===== src/rtl/aadm_pkg.sv =====
// Constants, register map and state type for the ADC AGC and DC measurement block.
package aadm_pkg;
	// ----------------------------------------------------------------
	// Register offsets
	// ----------------------------------------------------------------
	localparam logic [7:0] AADM_ADDR_DEBOUNCE = 8'h5C;
	localparam logic [7:0] AADM_ADDR_GAIN = 8'h5D;
	localparam logic [7:0] AADM_ADDR_RSVD_FIRST = 8'h5E;
	localparam logic [7:0] AADM_ADDR_RSVD_LAST = 8'h65;
	localparam logic [7:0] AADM_ADDR_CTL_ONE = 8'h66;
	localparam logic [7:0] AADM_ADDR_CTL_TWO = 8'h67;
	localparam logic [7:0] AADM_ADDR_RES_HIGH = 8'h68;
	localparam logic [7:0] AADM_ADDR_RES_MID = 8'h69;
	localparam logic [7:0] AADM_ADDR_RES_LOW = 8'h6A;

	// ----------------------------------------------------------------
	// Field positions and reset values
	// ----------------------------------------------------------------
	localparam int AADM_CTL1_ENABLE = 7;
	localparam int AADM_CTL1_IIR = 5;
	localparam int AADM_CTL2_FREEZE = 6;
	localparam int AADM_CTL2_CAPTURE = 5;
	localparam logic [3:0] AADM_DEBOUNCE_RST = 4'h0;
	localparam logic [7:0] AADM_CTL_RST = 8'h00;
	localparam logic [7:0] AADM_GAIN_RST = 8'h00;
	localparam logic [23:0] AADM_RESULT_RST = 24'h000000;
	localparam logic [7:0] AADM_RSVD_READ = 8'h00;

	// ----------------------------------------------------------------
	// Filter and debounce limits
	// ----------------------------------------------------------------
	localparam logic [4:0] AADM_ORDER_MIN = 5'h01;
	localparam logic [4:0] AADM_ORDER_MAX = 5'h14;
	localparam logic [3:0] AADM_DEB_POW_LAST = 4'h9;
	localparam logic [3:0] AADM_DEB_MULT_BASE = 4'h8;
	localparam logic [3:0] AADM_DEB_MULT_MAX = 4'h6;
	localparam int AADM_DEB_MULT_SHIFT = 11;
	localparam int AADM_FRAC = 20;

	// Debounce interval in ADC sample periods for a four-bit code.
	function automatic logic [13:0] aadm_debounce_len(input logic [3:0] code);
		logic [3:0] mult;
		mult = 4'h0;
		if (code == 4'h0)
			return 14'h0000;
		if (code <= AADM_DEB_POW_LAST)
			return 14'h0001 << (code + 4'h1);
		mult = code - AADM_DEB_MULT_BASE;
		if (mult > AADM_DEB_MULT_MAX)
			mult = AADM_DEB_MULT_MAX;
		return 14'({mult, 11'h000});
	endfunction

	// Terminal count mask for a period of two to the power of code.
	function automatic logic [20:0] aadm_mask(input logic [4:0] code);
		return (21'h000001 << code) - 21'h000001;
	endfunction

	typedef struct packed {
		logic [3:0] debounceCode;
		logic [7:0] ctlOne;
		logic [7:0] ctlTwo;
		logic [7:0] gainApplied;
		logic [23:0] result;
		logic [43:0] sincSum;
		logic [20:0] sincCnt;
		logic [43:0] iirAcc;
		logic [20:0] clrCnt;
		logic [7:0] rdData;
	} aadm_state_t;

	typedef struct packed {
		logic level;
		logic [13:0] cnt;
	} aadm_deb_state_t;
endpackage


===== src/rtl/aadm_dc_measure.sv =====
// AGC debounce setting, AGC gain report and DC measurement engine of the mono record path.
// ----------------------------------------------------------------
// Overview of operation
// - The four-bit debounce code selects zero, power-of-two or 2048-multiple sample intervals.
// - The gain the AGC applies is reported read-only as a signed half-decibel code.
// - Bit seven of the first control register enables DC measurement, reset disabled.
// - One control bit selects a sinc filter averaging over two to the power of the order.
// - The other method is a first-order IIR low-pass whose step follows the same order.
// - The order accepts one to twenty; other codes are reserved and are clamped here.
// - The freeze bit stops result updates so all three bytes stay consistent.
// - In IIR mode a bit selects instantaneous output or the value held before clearing.
// - The averaging-time code gives no clearing at zero or two to the n modulator periods.
// - The top result byte is read-only and resets to zero.
// - The middle and low result bytes are read-only and reset to zero.
// - Debounce intervals are counted in ADC sample periods.
// ----------------------------------------------------------------
`timescale 1ns/1ps
`default_nettype none
module aadm_dc_measure
	import aadm_pkg::*;
(
	input wire logic clk,
	input wire logic rst_n,
	input wire logic sampleStrobe,
	input wire logic modStrobe,
	input wire logic [23:0] adcSample,
	input wire logic [7:0] agcGain,
	input wire logic signalDetect,
	input wire logic [7:0] regAddr,
	input wire logic regWrEn,
	input wire logic [7:0] regWrData,
	output logic [7:0] regRdData,
	output logic signalDebounced
);
	aadm_state_t st;
	aadm_state_t next_st;

	logic enable;
	logic iirMode;
	logic freeze;
	logic captureMode;
	logic [4:0] order;
	logic [4:0] avgCode;
	logic sincDone;
	logic clrNow;
	logic candValid;
	logic [23:0] candValue;
	logic [43:0] sincNext;
	logic [43:0] iirNext;
	logic [44:0] iirDiff;

	// ----------------------------------------------------------------
	// Control decode
	// ----------------------------------------------------------------
	always_comb
	begin
		enable = st.ctlOne[AADM_CTL1_ENABLE];
		iirMode = st.ctlOne[AADM_CTL1_IIR];
		freeze = st.ctlTwo[AADM_CTL2_FREEZE];
		captureMode = st.ctlTwo[AADM_CTL2_CAPTURE];
		order = st.ctlOne[4:0];
		if (order < AADM_ORDER_MIN)
			order = AADM_ORDER_MIN;
		else if (order > AADM_ORDER_MAX)
			order = AADM_ORDER_MAX;
		avgCode = st.ctlTwo[4:0];
		if (avgCode > AADM_ORDER_MAX)
			avgCode = AADM_ORDER_MAX;
	end

	// ----------------------------------------------------------------
	// Filter arithmetic
	// ----------------------------------------------------------------
	always_comb
	begin
		sincNext = st.sincSum + {{20{adcSample[23]}}, adcSample};
		sincDone = sampleStrobe && (st.sincCnt == aadm_mask(order));
		// One guard bit keeps a full-scale step against the opposite rail from wrapping.
		iirDiff = {adcSample[23], adcSample, 20'h00000} - {st.iirAcc[43], st.iirAcc};
		iirNext = st.iirAcc + 44'($signed(iirDiff) >>> order);
		clrNow = modStrobe && iirMode && (avgCode != 5'h00) &&
			(st.clrCnt == aadm_mask(avgCode));
		candValid = 1'b0;
		candValue = st.result;
		if (!iirMode)
		begin
			candValid = sincDone;
			candValue = 24'($signed(sincNext) >>> order);
		end
		else if (captureMode)
		begin
			candValid = clrNow;
			candValue = st.iirAcc[43:AADM_FRAC];
		end
		else if (sampleStrobe && !clrNow)
		begin
			candValid = 1'b1;
			candValue = iirNext[43:AADM_FRAC];
		end
	end

	// ----------------------------------------------------------------
	// Next state
	// ----------------------------------------------------------------
	always_comb
	begin
		next_st = st;
		if (sampleStrobe)
			next_st.gainApplied = agcGain;
		if (regWrEn)
		begin
			unique case (regAddr)
				AADM_ADDR_DEBOUNCE: next_st.debounceCode = regWrData[3:0];
				AADM_ADDR_CTL_ONE: next_st.ctlOne = regWrData;
				AADM_ADDR_CTL_TWO: next_st.ctlTwo = regWrData;
				default: next_st.ctlOne = st.ctlOne;
			endcase
		end
		if (!enable)
		begin
			next_st.sincSum = '0;
			next_st.sincCnt = '0;
			next_st.iirAcc = '0;
			next_st.clrCnt = '0;
		end
		else
		begin
			if (sampleStrobe && !iirMode)
			begin
				next_st.sincSum = sincDone ? 44'h0 : sincNext;
				next_st.sincCnt = sincDone ? 21'h0 : st.sincCnt + 21'h000001;
			end
			if (iirMode)
			begin
				if (clrNow)
					next_st.iirAcc = '0;
				else if (sampleStrobe)
					next_st.iirAcc = iirNext;
				if (modStrobe && avgCode != 5'h00)
					next_st.clrCnt = clrNow ? 21'h0 : st.clrCnt + 21'h000001;
			end
			if (candValid && !freeze)
				next_st.result = candValue;
		end
		unique case (regAddr)
			AADM_ADDR_DEBOUNCE: next_st.rdData = {4'h0, st.debounceCode};
			AADM_ADDR_GAIN: next_st.rdData = st.gainApplied;
			AADM_ADDR_CTL_ONE: next_st.rdData = st.ctlOne;
			AADM_ADDR_CTL_TWO: next_st.rdData = st.ctlTwo;
			AADM_ADDR_RES_HIGH: next_st.rdData = st.result[23:16];
			AADM_ADDR_RES_MID: next_st.rdData = st.result[15:8];
			AADM_ADDR_RES_LOW: next_st.rdData = st.result[7:0];
			default: next_st.rdData = AADM_RSVD_READ;
		endcase
	end

	always_ff @(posedge clk or negedge rst_n)
	begin
		if (!rst_n)
		begin
			st <= '0;
			st.debounceCode <= AADM_DEBOUNCE_RST;
			st.ctlOne <= AADM_CTL_RST;
			st.ctlTwo <= AADM_CTL_RST;
			st.gainApplied <= AADM_GAIN_RST;
			st.result <= AADM_RESULT_RST;
		end
		else
			st <= next_st;
	end

	assign regRdData = st.rdData;

	// ----------------------------------------------------------------
	// Signal debounce
	// ----------------------------------------------------------------
	aadm_debounce debounceUnit (
		.clk(clk),
		.rst_n(rst_n),
		.sampleStrobe(sampleStrobe),
		.code(st.debounceCode),
		.levelIn(signalDetect),
		.levelOut(signalDebounced)
	);
endmodule
`default_nettype wire


===== src/rtl/aadm_debounce.sv =====
// Signal debounce for the AGC signal-detect level, counted in ADC sample periods.
`timescale 1ns/1ps
`default_nettype none
module aadm_debounce
	import aadm_pkg::*;
(
	input wire logic clk,
	input wire logic rst_n,
	input wire logic sampleStrobe,
	input wire logic [3:0] code,
	input wire logic levelIn,
	output logic levelOut
);
	aadm_deb_state_t st;
	aadm_deb_state_t next_st;

	always_comb
	begin
		next_st = st;
		if (levelIn == st.level)
			next_st.cnt = 14'h0000;
		else if (st.cnt >= aadm_debounce_len(code))
		begin
			next_st.level = levelIn;
			next_st.cnt = 14'h0000;
		end
		else if (sampleStrobe)
			next_st.cnt = st.cnt + 14'h0001;
	end

	always_ff @(posedge clk or negedge rst_n)
	begin
		if (!rst_n)
			st <= '0;
		else
			st <= next_st;
	end

	assign levelOut = st.level;
endmodule
`default_nettype wire


===== config.mk =====
export PLATFORM = sky130hd
export DESIGN_NAME = aadm_dc_measure
export DESIGN_NICKNAME = d
export VERILOG_FILES = /design/src/rtl/aadm_pkg.sv /design/src/rtl/aadm_dc_measure.sv /design/src/rtl/aadm_debounce.sv
export SDC_FILE = /design/constraint.sdc
export NUM_CORES = 1
export LEC_CHECK = 0
export BUFFER_PORTS_ARGS = -buffer_cell sky130_fd_sc_hd__buf_4
export CORE_MARGIN = 3
export CORE_UTILIZATION = 55
export CTS_BUF_LIST = sky130_fd_sc_hd__clkbuf_8
export CTS_CLUSTER_DIAMETER = 40
export DETAILED_ROUTE_END_ITERATION = 7
export MAX_ROUTING_LAYER = met4
export PLACE_DENSITY = 0.77
export SLEW_MARGIN = 20
export SYNTH_ARGS = -nofsm -noshare
export SYNTH_HDL_FRONTEND = slang
export SYNTH_SLANG_ARGS = --single-unit

===== constraint.sdc =====
create_clock -name clk -period 8.4 [get_ports clk]
set_clock_uncertainty 0.1 [all_clocks]
set_input_delay 0.84 -clock clk [delete_from_list [all_inputs] [get_ports clk]]
set_output_delay 0.84 -clock clk [all_outputs]
set_load 0.02 [all_outputs]

==> results.py <==
metrics = {
    "drt": {
        "drt_iter0_drc": 2677,
        "dr_total_vias": 24800,
        "viasPerCell": 6.94,
        "firstDrtPassIters": 8,
        "drc": 0,
        "ant_nets": 0,
        "route.detailed.wl_per_inst_um": 23.5,
        "drt_wl_total_um": 83900,
    },
    "sta": {
        "holdWs_ns": 0.101,
        "setup_viol": 0,
        "worst_pin_slew_ns": 1.06,
        "period_needed_ns": 7.22,
        "timing.final.crit_share": 0.859,
        "final.setup.tns_ns": 0,
        "rsz0062_at_grt": "false",
        "fmaxAchievable_ghz": 0.139,
        "drv_slew": 0,
        "slew_headroom": 0.294,
        "hold_viol": 0,
    },
    "critical_path": {
        "worstPathMaxFanout": 7,
        "crit_path_max_incr_delay_ns": 0.56,
        "cp.arrival_ns": 7.71,
        "crit_slowest_cell": "or4_4",
        "worstSetupPathType": "register to register",
        "required_ns": 8.89,
        "cp-start-kind": "register",
        "end_kind": "register",
    },
    "pwr": {
        "power_density_mw_per_mm2": 139,
        "peakVddDrop_mv": 0.112,
        "power.leakage_nw": 11.2,
    },
    "placed_design": {
        "globalplace.congestion": 1.07,
        "dp_hpwl_um": 63100,
        "portBuffers": 62,
        "place_inst": 3487,
    },
    "grt": {
        "grt_max_degree": 91,
        "antenna_found_initial": 1,
        "grt_pass1_vias": 23300,
        "grt_util_all_layers": 0.375,
        "grt_pass1_wl_um": 131000,
        "overflow": 0,
    },
    "synth": {
        "ys_seq_elements": 205,
        "synthArstFlopShare": 1.00,
        "netlist_area_mm2": 0.0234,
        "yosys_warnings": 0,
        "synth_enable_flop_cells": 0,
        "ys.flop_type": "dfrtp_1",
        "yosys-top-cells-area": "dfrtp_1 22%, ha_1 7.2%, o21ai_0 5.7%, nand2_1 5.2%, a21oi_1 4.6%",
        "syn_inst": 3063,
        "netlist.area_leader.share": 0.219,
        "syn_avg_cell_area_um2": 7.64,
        "yosys.area.top_type": "dfrtp_1",
        "ys_seq_area_frac": 0.219,
        "synth_cell_types": 101,
    },
    "clock_network": {
        "cts_hold_buffers": 0,
        "clock_latency_ns": 0.67,
        "ctsResizeCount": 0,
        "clock_path_buffers": 3,
        "cts.htree.levels": 2,
        "root_buffer": "clkbuf_8",
        "path_clk_slew_ns": 0.06,
        "cts-buffers-inserted": 46,
        "post_cts_buffers": 0,
        "cts_tree": "built",
        "cts_num_sinks": 205,
    },
    "finish": {
        "drive_gt1_frac": 0.105,
        "final_common_cell": "nand2_1",
        "stdcell_count": 3574,
        "final_cell_mix": "325 x nand2_1, 266 x o21ai_0, 231 x nor2_1, 215 x a21oi_1, 203 x dfrtp_1",
        "fin_nets": 3193,
        "area_growth_pct": 7.28,
        "num-fill-cells": 3816,
    },
    "floorplanning": {
        "die-area_mm2": 0.0451,
        "die_y_um": 212,
        "initial_utilization": 0.565,
        "coreArea_mm2": 0.0414,
        "chipWidth_um": 212,
        "ioPinCount": 63,
        "num_rows": 74,
    },
    "min_path": {
        "hp-class": "input port to asynchronous set/reset pin",
    },
    "job": {
        "maxCapViolations": 0,
    },
    "status": {
        "status": "finished clean",
    },
}
## state kept, by name, summed over array words and instances (netlist names)
| register | count |
|---|---|
| enable | 1 |
| debounceUnit.st | 14 |
| freeze | 1 |
| st | 178 |
| regRdData | 8 |
| captureMode | 1 |
| iirMode | 1 |
| debounceUnit.levelOut | 1 |
## kinds of logic after synthesis
kind of cell | share of synthesized area
muxes | 0.0778
adders and majority gates | 0.0733
and+or+nand+nor | 0.214
DFF | 0.219
xor gates and xnor gates | 0.0548
AOI/OAI and AO/OA | 0.309
other | 0.000321
buffers and inverters | 0.0514
## layer usage
| layer | routed length [µm] | track usage | share of wire | up-vias |
|---|---|---|---|---|
| met2 | 37700 | 0.582 | 0.45 | 1165 |
| met4 | 5090 | 0.186 | 0.061 | 0 |
| met3 | 6120 | 0.0553 | 0.073 | 286 |
| met5 | 0 | - | 0 | - |
| met1 | 35000 | 0.479 | 0.42 | 11900 |
| li1 | - | - | - | 11400 |
## layout make-up
type                    instances  area [µm²]  area share
diodes                          1        2.50   0.0000997
flip-flops and latches        205        5130       0.204
inverters                      84         315      0.0126
repair buffers                109         826      0.0329
clock buffers                  55         757      0.0302
well taps                     532         666      0.0265
clock inverters                31         273      0.0109
multi-input cells            2557       17100       0.682
## cell usage after synthesis, drive strengths merged (14+ instances only)
| cell | count |
|---|---|
| a211o | 20 |
| a211oi | 48 |
| a21o | 65 |
| a21oi | 216 |
| a221oi | 20 |
| a22o | 46 |
| a22oi | 31 |
| a31oi | 31 |
| and2 | 21 |
| and3 | 59 |
| and4 | 14 |
| buf | 49 |
| clkbuf | 169 |
| dfrtp | 205 |
| ha | 134 |
| inv | 83 |
| mux2 | 65 |
| mux2i | 104 |
| nand2 | 328 |
| nand2b | 22 |
| nand3 | 94 |
| nand4 | 59 |
| nor2 | 231 |
| nor2b | 22 |
| nor3 | 58 |
| nor4 | 23 |
| o211a | 15 |
| o211ai | 48 |
| o21a | 41 |
| o21ai | 272 |
| o21bai | 17 |
| o22ai | 26 |
| o31ai | 25 |
| or2 | 16 |
| or3 | 26 |
| xnor2 | 73 |
| xor2 | 70 |
## critical path: cells and delay by family (launching register included)
| kind | cells | cell delay [ns] |
|---|---|---|
| mux | 1 | 0.30 |
| flops | 1 | 0.45 |
| fa+ha+maj | 2 | 0.64 |
| simple gates | 6 | 2.07 |
| compound gates | 13 | 3.22 |
| xor+xnor | 2 | 0.31 |
| buf+inv | 1 | 0.10 |
## report_power, final
| part | internal [mW] | leakage [nW] | switching, mW |
|---|---|---|---|
| combinational | 0.425 | 7.86 | 0.767 |
| sequential | 1.01 | 2.82 | 0.0211 |
| clock | 0.704 | 0.530 | 0.567 |
## through the flow
step	setup WS, ns	util	power, mW	area [µm²]
2_1_floorplan	2.13	-	1.86	23400
3_3_place_gp	1.15	0.582	2.19	24100
3_5_place_dp	1.12	0.582	2.20	24100
4_1_cts	1.28	0.607	3.49	25100
5_1_grt	0.587	0.607	3.66	25100
6_report	1.18	0.607	3.49	25100
## path summary, 6_finish.rpt
check | start | endpoint | slack, ns | cells past startpoint
worst max-delay path | st[30] | st[161] | 1.18 | 25
worst min-delay path | rst_n | st[117] | 0.10 | 1
worst max register to register | st[30] | st[161] | 1.18 | 25
worst min register to register | st[120] | st[120] | 0.39 | 2
max in group asynchronous | rst_n | st[16] | 6.73 | 2
min in group clk | agcGain[3] | st[165] | 0.31 | 2
No activity file was read; power rests on OpenSTA's default activity.
